--- src/rtl/hpps_defs.vh ---
`ifndef HPPS_DEFS_VH
`define HPPS_DEFS_VH
// register indexes on the command port (read index; write sets bit 7)
`define HPPS_IDX_RUN_CONTROL 7'h01
`define HPPS_IDX_EVENT_STATUS 7'h03
`define HPPS_IDX_PORT_CONFIG 7'h20
`define HPPS_IDX_CPU_FLAGS 7'h24
`define HPPS_CMD_WRITE_BIT 7
// run control functional-state field
`define HPPS_FS_LSB 6
`define HPPS_FS_MSB 7
`define HPPS_FS_RESET 2'h0
`define HPPS_FS_RESUME 2'h1
`define HPPS_FS_OPER 2'h2
`define HPPS_FS_SUSPEND 2'h3
// event status fields
`define HPPS_RESUME_SEEN_BIT 3
// port and power config fields
`define HPPS_INT_OC_BIT 10
`define HPPS_KEEP_CLK_BIT 11
`define HPPS_INT_PD_BIT 12
`define HPPS_CONFIG_RESET 16'h0000
// processor event flags fields
`define HPPS_CLK_UP_BIT 6
// timing, in ns, and derived cycle counts at 10 ns
`define HPPS_CLK_PERIOD_NS 10
`define HPPS_STOP_DELAY_NS 1300000
`define HPPS_WAKE_UP_NS 160000
`define HPPS_AWAKE_HOLD_NS 1140000
`define HPPS_STOP_DELAY_CYC (`HPPS_STOP_DELAY_NS / `HPPS_CLK_PERIOD_NS)
`define HPPS_WAKE_UP_CYC (`HPPS_WAKE_UP_NS / `HPPS_CLK_PERIOD_NS)
// a wake edge reaches the sequencer this many cycles late (sync and edge detect)
`define HPPS_WAKE_SYNC_CYC 5
`define HPPS_AWAKE_HOLD_CYC ((`HPPS_AWAKE_HOLD_NS + `HPPS_CLK_PERIOD_NS - 1) / `HPPS_CLK_PERIOD_NS)
`endif

--- src/rtl/hpps_port_power.v ---
`include "hpps_defs.vh"
module hpps_port_power (
  input wire sys_clk_i,
  input wire rst_n_i,
  input wire overcurrent_n_i,
  input wire analog_overcurrent_i,
  input wire internal_overcurrent_select_i,
  output reg power_switch_n_o,
  output wire power_switch_n_oe_o
);
  wire oc_ext_n;
  wire oc_ana;
  wire oc_now;
  hpps_sync u_ext (
    .sys_clk_i(sys_clk_i),
    .rst_n_i(rst_n_i),
    .async_i(~overcurrent_n_i),
    .level_o(oc_ext_n)
  );
  hpps_sync u_ana (
    .sys_clk_i(sys_clk_i),
    .rst_n_i(rst_n_i),
    .async_i(analog_overcurrent_i),
    .level_o(oc_ana)
  );
  assign oc_now = internal_overcurrent_select_i ? oc_ana : oc_ext_n;
  // open drain: high means released, so drive only while low
  always @(posedge sys_clk_i) begin
    if (!rst_n_i) begin
      power_switch_n_o <= 1'b1;
    end else begin
      power_switch_n_o <= oc_now;
    end
  end
  assign power_switch_n_oe_o = ~power_switch_n_o;
endmodule // hpps_port_power

--- src/rtl/hpps_sync.v ---
module hpps_sync (
  input wire sys_clk_i,
  input wire rst_n_i,
  input wire async_i,
  output reg level_o
);
  reg s1_q;
  reg s2_q;
  reg s3_q;
  // change accepted once second and third stages agree
  always @(posedge sys_clk_i) begin
    if (!rst_n_i) begin
      s1_q <= 1'b0;
      s2_q <= 1'b0;
      s3_q <= 1'b0;
      level_o <= 1'b0;
    end else begin
      s1_q <= async_i;
      s2_q <= s1_q;
      s3_q <= s2_q;
      if (s2_q == s3_q) begin
        level_o <= s3_q;
      end
    end
  end
endmodule // hpps_sync

--- src/rtl/hpps_top.v ---
// Overview of operation
// - config bit 12 connects the four internal port pull-downs
// - every reset clears the internal pull-down select bit
// - config bit 10 picks internal overcurrent sensing, resets to external
// - two ports, each with open-drain switch output and overcurrent input
// - overcurrent turns port power off, otherwise power stays on
// - writing suspend into the functional-state field suspends the host
// - suspend output rises on suspend, falls only on reset or operational
// - clock stops 1.3 ms into suspend unless config bit 11 set
// - full chip suspend only when host and device both suspended
// - wake pulse restarts clock and sets clock-up flag bit 6
// - clock is running 160 us after wake rises during suspend
// - after wake clock runs 1.14 ms, longer while wake high or operational
// - chip select during suspend acts as software wakeup
// - port resume moves suspend to resume and sets flag bit 3
`include "hpps_defs.vh"
module hpps_top (
  input wire sys_clk_i,
  input wire rst_n_i,
  input wire soft_reset_i,
  input wire chip_select_n_i,
  input wire cmd_strobe_i,
  input wire data_wr_strobe_i,
  input wire data_rd_strobe_i,
  input wire [15:0] data_i,
  output reg [15:0] data_o,
  input wire port1_overcurrent_n_i,
  input wire port2_overcurrent_n_i,
  input wire [1:0] analog_overcurrent_i,
  output wire port1_power_switch_n_o,
  output wire port1_power_switch_n_oe_o,
  output wire port2_power_switch_n_o,
  output wire port2_power_switch_n_oe_o,
  output wire [3:0] pulldown_enable_o,
  input wire host_wakeup_i,
  input wire port_resume_i,
  input wire device_controller_suspended_i,
  output reg host_suspend_o,
  output reg clock_enable_o,
  output wire full_suspend_o
);
  ////////////////////////////////////////////////////////////////////////////
  reg [6:0] index_q;
  reg write_pending_q;
  reg [15:0] low_word_q;
  reg word_half_q;
  reg [1:0] func_state_q;
  reg [31:0] run_control_q;
  reg resume_seen_flag_q;
  reg [15:0] config_q;
  reg clock_up_flag_q;
  reg [20:0] stop_cnt_q;
  reg [20:0] wake_cnt_q;
  reg [20:0] hold_cnt_q;
  reg [1:0] wake_state_q;
  reg wake_prev_q;
  reg cs_prev_q;
  wire wake_lvl;
  wire cs_lvl;
  wire resume_lvl;
  wire any_reset;
  wire wake_rise;
  wire cs_fall;
  wire [31:0] wr_word;
  wire wr_done;
  wire internal_overcurrent_select;
  wire keep_clock_in_sleep;
  wire internal_pulldown_select;
  wire in_suspend;
  wire any_wake;
  wire [31:0] wake_load_full;
  wire [31:0] hold_load_full;
  wire [1:0] ext_oc_n;
  wire [1:0] sw_n;
  wire [1:0] sw_oe;
  reg [15:0] run_lo_word;
  reg [15:0] evt_lo_word;
  reg [15:0] flags_word;
  localparam WS_RUN = 2'h0;
  localparam WS_SLEEP = 2'h1;
  localparam WS_STARTUP = 2'h2;
  localparam WS_AWAKE = 2'h3;
  assign any_reset = ~rst_n_i | soft_reset_i;
  assign internal_overcurrent_select = config_q[`HPPS_INT_OC_BIT];
  assign keep_clock_in_sleep = config_q[`HPPS_KEEP_CLK_BIT];
  assign internal_pulldown_select = config_q[`HPPS_INT_PD_BIT];
  assign pulldown_enable_o = {4{internal_pulldown_select}};
  // the stop count runs only in the suspend state, not in resume
  assign in_suspend = (func_state_q == `HPPS_FS_SUSPEND);
  // counter loads, cut to the counter width; the wake load leaves room for the
  // synchroniser and edge detector so the clock is up in time
  assign wake_load_full = `HPPS_WAKE_UP_CYC - `HPPS_WAKE_SYNC_CYC - 1;
  assign hold_load_full = `HPPS_AWAKE_HOLD_CYC - 1;
  ////////////////////////////////////////////////////////////////////////////
  hpps_sync u_wake (
    .sys_clk_i(sys_clk_i),
    .rst_n_i(rst_n_i),
    .async_i(host_wakeup_i),
    .level_o(wake_lvl)
  );
  hpps_sync u_cs (
    .sys_clk_i(sys_clk_i),
    .rst_n_i(rst_n_i),
    .async_i(~chip_select_n_i),
    .level_o(cs_lvl)
  );
  hpps_sync u_resume (
    .sys_clk_i(sys_clk_i),
    .rst_n_i(rst_n_i),
    .async_i(port_resume_i),
    .level_o(resume_lvl)
  );
  assign wake_rise = wake_lvl & ~wake_prev_q;
  assign cs_fall = cs_lvl & ~cs_prev_q;
  assign any_wake = wake_rise | cs_fall | resume_lvl;
  ////////////////////////////////////////////////////////////////////////////
  // port power, each port handled on its own
  assign ext_oc_n = {port2_overcurrent_n_i, port1_overcurrent_n_i};
  assign port1_power_switch_n_o = sw_n[0];
  assign port1_power_switch_n_oe_o = sw_oe[0];
  assign port2_power_switch_n_o = sw_n[1];
  assign port2_power_switch_n_oe_o = sw_oe[1];
  genvar port_idx;
  generate
    for (port_idx = 0; port_idx < 2; port_idx = port_idx + 1) begin : g_port
      hpps_port_power u_port (
        .sys_clk_i(sys_clk_i),
        .rst_n_i(~any_reset),
        .overcurrent_n_i(ext_oc_n[port_idx]),
        .analog_overcurrent_i(analog_overcurrent_i[port_idx]),
        .internal_overcurrent_select_i(internal_overcurrent_select),
        .power_switch_n_o(sw_n[port_idx]),
        .power_switch_n_oe_o(sw_oe[port_idx])
      );
    end
  endgenerate
  ////////////////////////////////////////////////////////////////////////////
  // command/data port: command word carries index and write bit;
  // 32-bit registers take two data words, low first
  assign wr_word = {data_i, low_word_q};
  assign wr_done = data_wr_strobe_i & ~chip_select_n_i & write_pending_q;
  always @(posedge sys_clk_i) begin
    if (any_reset) begin
      index_q <= 7'h00;
      write_pending_q <= 1'b0;
      word_half_q <= 1'b0;
      low_word_q <= 16'h0000;
    end else if (!chip_select_n_i) begin
      if (cmd_strobe_i) begin
        index_q <= data_i[6:0];
        write_pending_q <= data_i[`HPPS_CMD_WRITE_BIT];
        word_half_q <= 1'b0;
      end else if (data_wr_strobe_i || data_rd_strobe_i) begin
        if ((index_q == `HPPS_IDX_RUN_CONTROL) || (index_q == `HPPS_IDX_EVENT_STATUS)) begin
          word_half_q <= ~word_half_q;
          if (!word_half_q) begin
            low_word_q <= data_i;
          end
        end
      end
    end
  end
  wire wr_run = wr_done && (index_q == `HPPS_IDX_RUN_CONTROL) && word_half_q;
  wire wr_evt = wr_done && (index_q == `HPPS_IDX_EVENT_STATUS) && word_half_q;
  wire wr_cfg = wr_done && (index_q == `HPPS_IDX_PORT_CONFIG);
  wire wr_flg = wr_done && (index_q == `HPPS_IDX_CPU_FLAGS);
  ////////////////////////////////////////////////////////////////////////////
  always @(posedge sys_clk_i) begin
    if (any_reset) begin
      config_q <= `HPPS_CONFIG_RESET;
    end else if (wr_cfg) begin
      config_q <= data_i;
    end
  end
  // run control: functional state also moved by resume signalling
  always @(posedge sys_clk_i) begin
    if (any_reset) begin
      run_control_q <= 32'h0000_0000;
      func_state_q <= `HPPS_FS_RESET;
    end else if (wr_run) begin
      run_control_q <= wr_word;
      func_state_q <= wr_word[`HPPS_FS_MSB:`HPPS_FS_LSB];
    end else if (func_state_q == `HPPS_FS_SUSPEND && resume_lvl) begin
      func_state_q <= `HPPS_FS_RESUME;
    end
  end
  // flags: set wins over write-one-to-clear
  always @(posedge sys_clk_i) begin
    if (any_reset) begin
      resume_seen_flag_q <= 1'b0;
      clock_up_flag_q <= 1'b0;
    end else begin
      if (func_state_q == `HPPS_FS_SUSPEND && resume_lvl) begin
        resume_seen_flag_q <= 1'b1;
      end else if (wr_evt && wr_word[`HPPS_RESUME_SEEN_BIT]) begin
        resume_seen_flag_q <= 1'b0;
      end
      if (wake_state_q == WS_STARTUP && wake_cnt_q == 21'd0) begin
        clock_up_flag_q <= 1'b1;
      end else if (wr_flg && data_i[`HPPS_CLK_UP_BIT]) begin
        clock_up_flag_q <= 1'b0;
      end
    end
  end
  always @(posedge sys_clk_i) begin
    if (any_reset) begin
      host_suspend_o <= 1'b0;
    end else if (func_state_q == `HPPS_FS_SUSPEND) begin
      host_suspend_o <= 1'b1;
    end else if (func_state_q == `HPPS_FS_RESET || func_state_q == `HPPS_FS_OPER) begin
      host_suspend_o <= 1'b0;
    end
  end
  assign full_suspend_o = host_suspend_o & device_controller_suspended_i & ~clock_enable_o;
  ////////////////////////////////////////////////////////////////////////////
  // clock-stop sequencer; clock_enable_o gates the internal clock tree
  // wake sources start the clock only from WS_SLEEP; in WS_STARTUP it is already starting, elsewhere it runs
  always @(posedge sys_clk_i) begin
    if (any_reset) begin
      wake_state_q <= WS_RUN;
      clock_enable_o <= 1'b1;
      stop_cnt_q <= 21'd0;
      wake_cnt_q <= 21'd0;
      hold_cnt_q <= 21'd0;
      wake_prev_q <= 1'b0;
      cs_prev_q <= 1'b0;
    end else begin
      wake_prev_q <= wake_lvl;
      cs_prev_q <= cs_lvl;
      case (wake_state_q)
        WS_RUN: begin
          clock_enable_o <= 1'b1;
          if (in_suspend && !keep_clock_in_sleep) begin
            if (stop_cnt_q == `HPPS_STOP_DELAY_CYC - 1) begin
              wake_state_q <= WS_SLEEP;
              clock_enable_o <= 1'b0;
              stop_cnt_q <= 21'd0;
            end else begin
              stop_cnt_q <= stop_cnt_q + 21'd1;
            end
          end else begin
            stop_cnt_q <= 21'd0;
          end
        end
        WS_SLEEP: begin
          if (any_wake) begin
            wake_state_q <= WS_STARTUP;
            wake_cnt_q <= wake_load_full[20:0];
          end
        end
        WS_STARTUP: begin
          if (wake_cnt_q == 21'd0) begin
            clock_enable_o <= 1'b1;
            wake_state_q <= WS_AWAKE;
            hold_cnt_q <= hold_load_full[20:0];
          end else begin
            wake_cnt_q <= wake_cnt_q - 21'd1;
          end
        end
        WS_AWAKE: begin
          if (func_state_q != `HPPS_FS_SUSPEND) begin
            wake_state_q <= WS_RUN;
          end else if (wake_lvl || hold_cnt_q != 21'd0) begin
            if (hold_cnt_q != 21'd0) begin
              hold_cnt_q <= hold_cnt_q - 21'd1;
            end
          end else begin
            wake_state_q <= WS_SLEEP;
            clock_enable_o <= 1'b0;
          end
        end
        default: wake_state_q <= WS_RUN;
      endcase
    end
  end
  ////////////////////////////////////////////////////////////////////////////
  // readback words built from the field positions
  always @* begin
    run_lo_word = run_control_q[15:0];
    run_lo_word[`HPPS_FS_MSB:`HPPS_FS_LSB] = func_state_q;
  end
  always @* begin
    evt_lo_word = 16'h0000;
    evt_lo_word[`HPPS_RESUME_SEEN_BIT] = resume_seen_flag_q;
  end
  always @* begin
    flags_word = 16'h0000;
    flags_word[`HPPS_CLK_UP_BIT] = clock_up_flag_q;
  end
  always @(posedge sys_clk_i) begin
    if (any_reset) begin
      data_o <= 16'h0000;
    end else begin
      case (index_q)
        `HPPS_IDX_RUN_CONTROL: data_o <= word_half_q ? run_control_q[31:16] : run_lo_word;
        `HPPS_IDX_EVENT_STATUS: data_o <= word_half_q ? 16'h0000 : evt_lo_word;
        `HPPS_IDX_PORT_CONFIG: data_o <= config_q;
        `HPPS_IDX_CPU_FLAGS: data_o <= flags_word;
        default: data_o <= 16'h0000;
      endcase
    end
  end
endmodule // hpps_top

--- config.mk ---
export PLATFORM = sky130hd
export DESIGN_NAME = hpps_top
export DESIGN_NICKNAME = d
export VERILOG_FILES = /design/src/rtl/hpps_port_power.v /design/src/rtl/hpps_sync.v /design/src/rtl/hpps_top.v
export VERILOG_INCLUDE_DIRS = /design/src /design/src/rtl
export SDC_FILE = /design/constraint.sdc
export NUM_CORES = 1
export LEC_CHECK = 0
export BUFFER_PORTS_ARGS = -buffer_cell sky130_fd_sc_hd__buf_4
export CORE_MARGIN = 2
export CORE_UTILIZATION = 56
export DETAILED_ROUTE_END_ITERATION = 12
export GPL_TIMING_DRIVEN = 0
export PLACE_DENSITY = 0.83
export SYNTH_ARGS = -nofsm -noshare
export SYNTH_HDL_FRONTEND = slang
export SYNTH_SLANG_ARGS = --single-unit
--- constraint.sdc ---
create_clock -name sys_clk_i -period 4.7 [get_ports sys_clk_i]
set_input_delay 0.235 -clock sys_clk_i [delete_from_list [all_inputs] [get_ports sys_clk_i]]
set_output_delay 0.235 -clock sys_clk_i [all_outputs]
set_load 0.05 [all_outputs]
# Yosys cells after proc, flatten, opt, wreduce, memory -nomap -nowiden
# Index checks and enable logic that the tools add are counted.
[totals]
out_inout_bits = 27
ff_bits = 192
inputBits = 30
elab_cells = 174
[classes]
n_addsub = 3
reduce_logical = 36
bitwise = 20
eq_ne = 28
muxes = 39
[ops]
columns = ["operator", "n"]
rows = [
  ["two-way mux 21 bit", 8],
  ["case mux 21 bit (2 select lines)", 2],
  ["case mux 16 bit (4 select lines)", 1],
  ["subtractor 21 x 1 -> 21 bit, second input constant", 2],
  ["adder 21 x 1 -> 21 bit, second input constant", 1],
  ["== test 21 x 17 -> 1 bit, second input constant", 1],
  ["zero test 21 bit", 1],
  ["nonzero test 21 bit", 1],
  ["inequality test 2 bit, second input constant", 9],
  ["two-way mux 1 bit", 16],
  ["two-way mux 16 bit", 1],
  ["two-way mux 2 bit", 8],
  ["nonzero test 2 bit", 8],
  ["AND reduction 5 bit", 3],
  ["== test 7 x 6 -> 1 bit, second input constant", 2],
  ["logical AND 1 bit", 11],
  ["inverter 1 bit", 11],
  ["== test 2 bit, second input constant", 4],
  ["case mux 2 bit (4 select lines)", 1],
  ["== test 1 bit", 7],
  ["== test 7 x 1 -> 1 bit, second input constant", 1],
  ["== test 7 x 2 -> 1 bit, second input constant", 1],
  ["AND 1 bit", 6],
  ["AND reduction 3 bit", 2],
  ["12 further kinds", 18],
]

# Longest topological paths before layout
[depth]
depth_word = 8
ltp_mapped = 10
ltp_nobuf = 7

# Cells and area by module
# A second synthesis with hierarchy kept.
[hier_totals]
hier_cells = 896
area_unflattened_um2 = 8180.3
[modules_own_cells]
columns = ["mod", "area_each_um2", "cells_per_inst", "n_inst"]
rows = [
  ["hpps_top", 7283.2, 816, 1],
  ["hpps_sync", 116.4, 10, 7],
  ["hpps_port_power", 41.3, 5, 2],
]

# Least setup slack after synthesis
# No wires, ideal clock.
[synth_path]
path_type = "reg2reg"
from = "register wake_state_q[0]"
to = "register stop_cnt_q[16]"
synth_period_minus_slack_ns = 2.304
path_stages_with_launch = 11
setup_slack_ns = 2.396
path_buffers = 3
setup_ns = 0.091
arrival_time_ns = 2.213
cell_sequence = "dfxtp_1 > inv_1 > ha_1 > buf_2 > clkinv_1 > or2_2 > a21oi_1 > clkbuf_1 > clkbuf_1 > nand2_1 > a311oi_1"
[synth_via]
elab_chain_cells = 1
[synth_rtl]
columns = ["element", "line_no", "source"]
rows = [
  ["from (decl)", "hpps_top.v:55", "reg [1:0] wake_state_q;"],
  ["from (signal assigned)", "hpps_top.v:220", "wake_state_q <= WS_RUN;"],
  ["from (signal assigned)", "hpps_top.v:235", "wake_state_q <= WS_SLEEP;"],
  ["from (signal assigned)", "hpps_top.v:247", "wake_state_q <= WS_STARTUP;"],
  ["zero test 2 bit", "hpps_top.v:230", "case (wake_state_q)"],
  ["to (signal assigned)", "hpps_top.v:239", "stop_cnt_q <= stop_cnt_q + 21'd1;"],
  ["to (decl)", "hpps_top.v:52", "reg [20:0] stop_cnt_q;"],
]
# Every way passes these cells.
# A chain may end at the register's enable or synchronous reset.

# Worst setup path in the final report
[layout_path]
from = "register wake_state_q[1]"
to = "register stop_cnt_q[7]"
# The elaborated chain is that of the path after synthesis.

==> run_results.csv <==
group,metric,value,unit
place,place_ws,1800,ps
synthesis,synth_edf_count,0,
place,io_buffers,56,
sta,finalSetupViolCount,0,
setup_path,worst_path_largest_cell_delay,470,ps
sta,clock_skew,11.5,ps
route,maxUsedRoutingLayer,"met4",
synthesis,syn_area_per_cell,8.83,um^2
sta,fin_tns_setup,0,ps
route,drt_iter0_drc,715,
floorplanning,initial_utilization,57.1,%
route,drt-vias-per-instance,6.09,
synthesis,synth_warnings,0,
pwr,power_frac_comb,3.1,%
setup_path,worstPathMaxFanout,10,
setup_path,cp_cell_sequence,"inv_1 -> ha_1 -> buf_2 -> clkinv_1 -> or2_2 -> a21oi_1 -> clkbuf_1 -> clkbuf_1 -> nand2_1 -> a311oi_1",
global_routing,grt_pass1_wl,33.9,mm
global_routing,grt-ovfl-total,0,
cells_and_area,fin_nets,1056,
synthesis,yosysSeqAreaShare,46.0,%
synthesis,synth-main-ff-cell,"dfxtp_1",
clock_tree,cts.sinks,190,
global_routing,grt_max_degree,21,
floorplanning,die_area,15700,um^2
route,first_pass_iters,5,
sta,drv_slew,0,
floorplanning,die_w,125,um
sta,min_period,3010,ps
cells_and_area,syn_to_final_growth,16.1,%
route,wl_met3,1.27,mm
setup_path,rr_worst_depth,10,
place,placed_cells,1176,
synthesis,synth_cell_types,67,
synthesis,async_flop_share,0,%
place,place.gp.congestion,0.969,
outcome,status,"finished, final reports clean",
run,maxCapViolations,0,
clock_tree,clock_path_buffers,2,
setup_path,path_depth,10,
route,wl_met2,9.92,mm
cells_and_area,final_area,9590,um^2
hold_path,min_path_cells,2,
global_routing,grt_pass1_vias,6869,
sta,fmax,0.333,GHz
pwr,powerDensity,334,nW/um^2
sta,hold_violations,0,
pwr,p_int,2.42,mW
sta,slew_headroom,24.9,%
setup_path,path_delay_family,"buffers and inverters",
synthesis,netlist_area,8260,um^2
floorplanning,placementRows,44,
place,dpl.hpwl,13.9,mm
route,ant_nets,0,
hold_path,min_path_type,"input port to flop",
floorplanning,core_area,14500,um^2
cells_and_area,drive_gt1_share,13.2,%
place,place_area,8910,um^2
setup_path,end_kind,"flop",
pwr,power_switching,0.784,mW
synthesis,syn_nets,975,
synthesis,synth_top_area_cell,"dfxtp_1",
clock_tree,clkLatencyLatePin,450,ps
synthesis,synth_most_common_cell,"dfxtp_1",
setup_path,criticalPathCategory,"flop to flop",
sta,grt_setup_unrepaired,"no",
route,vias,7397,
setup_path,cp_slowest_cell,"clkbuf_1",
synthesis,yosys_register_bits,190,
route,wl_per_cell,16.9,um
setup_path,crit_arrival,3360,ps
clock_tree,cts_root_buf,"clkbuf_16",
pwr,vdd_drop_max,0.267,mV
global_routing,antenna_found_initial,0,
pwr,leakagePower,3.32,nW
synthesis,synthCells,936,
clock_tree,cts_tree,"done",
setup_path,start_kind,"flop",
floorplanning,chipHeight,125,um
pwr,power.share.clock,46.4,%
clock_tree,htreeDepth,4,
floorplanning,io_pins,57,
clock_tree,numCtsBuffers,17,
global_routing,grt.total_usage,26.5,%
route,met1_length,8.90,mm
route,drt-total-wl,20.5,mm
sta,worst_slack,1690,ps
cells_and_area,stdcell_count,1214,
synthesis,synth_area_leaders,"dfxtp_1 (46%), nand2_1 (5.4%), mux2i_1 (5.1%)",
setup_path,critPathRequiredTime,5060,ps
synthesis,yosysTopAreaCellShare,46.0,%
route,drc,0,
setup_path,crit_path_frequent_cell,"clkbuf_1",
pwr,p_sw_share,24.5,%
sta,tightest_slew,1120,ps
setup_path,crit_buf_inv,5,
clock_tree,clkTransAtPathRegs,70,ps
cells_and_area,n_antenna_cell,0,
sta,fin_crit_sh,64.0,%
synthesis,synth_commonest_cells,"dfxtp_1 (190), nand2_1 (119), nor2_1 (86)",
pwr,seqPwrFrac,50.6,%
==> registers in the layout, indices dropped and copies added, names as in the netlist, 7 cells and up <==
| signal | count |
|---|---|
| low_word_q | 16 |
| hold_cnt_q | 21 |
| wake_cnt_q | 21 |
| data_o | 16 |
| run_control_q | 30 |
| stop_cnt_q | 21 |
| index_q | 7 |
| config_q | 16 |
==> kinds of logic (layout without fill, tap and decap cells) <==
| group | after synthesis | after routing | share of synthesized area, % |
|---|---|---|---|
| AND/OR/NAND/NOR | 381 | 381 | 23.4 |
| AO/OA/AOI/OAI | 213 | 213 | 17.2 |
| flip-flops | 190 | 190 | 46.0 |
| buffers and inverters | 77 | 171 | 4.00 |
| multiplexers | 57 | 57 | 7.13 |
| adder cells (fa/ha/maj) | 9 | 9 | 1.36 |
| XOR/XNOR | 9 | 9 | 0.954 |
==> power groups by stage <==
stage               Clock, mW  Sequential [mW]  Combinational [mW]
detailed placement          0             1.66              0.0922
global route             1.56             1.62               0.105
floorplan                   0             1.66              0.0399
finish                   1.49             1.62              0.0986
CTS                      1.50             1.62              0.0970
global placement            0             1.66              0.0915
==> cells in the final DEF (no fill, tap or decap), types with 17 or more instances in the layout <==
cell       count
or4_1         17
nor2_1        86
nand2_1      119
dfxtp_1      190
mux2i_1       42
clkbuf_16     17
buf_4         63
a31oi_1       18
a21oi_1       74
and2_1        24
or3_1         27
clkbuf_1      48
o21ai_0       27
==> metal layers <==
metal / GRT usage (%) / vias to the layer above
met5: 0 / -
met4: 10.7 / 0
met3: 4.92 / 41
met2: 43.5 / 263
met1: 34.6 / 3539
li1: - / 3554
==> stage by stage <==
stage | hold WS, ps | power [mW] | util (%)
after global placement | 394 | 1.75 | 61.6
after global routing | 13.2 | 3.29 | 66.2
after floorplan | 307 | 1.70 | -
after detailed placement | 394 | 1.75 | 61.6
final | 18.9 | 3.20 | 66.2
after CTS | 0.933 | 3.21 | 66.2
==> final timing paths <==
| path | start | to | slack, ps |
|---|---|---|---|
| max reg2reg | wake_state_q[1] | stop_cnt_q[7] | 1690 |
| min reg2reg | g_port[1].u_port.u_ext.s1_q | g_port[1].u_port.u_ext.s2_q | 430 |
| max | wake_state_q[1] | stop_cnt_q[7] | 1690 |
| min | chip_select_n_i | u_cs.s1_q | 20 |
==> layout make-up <==
type / count / area (um^2)
Sequential cell: 190 / 3800
Timing Repair Buffer: 62 / 480
Multi-Input combinational cell: 669 / 4130
Fill cell: 1147 / 4890
Buffer: 64 / 282
Clock buffer: 17 / 425
Clock inverter: 15 / 193
Tap cell: 184 / 230
Inverter: 13 / 48.8
==> what timing repair did <==
item / in CTS / in global routing
endpoints found under the hold margin: 6 / 0
resized for setup: 0 / 0
buffers inserted: 0 / 0
hold buffers: 6 / 0
No activity file was read; power rests on OpenSTA's default activity.
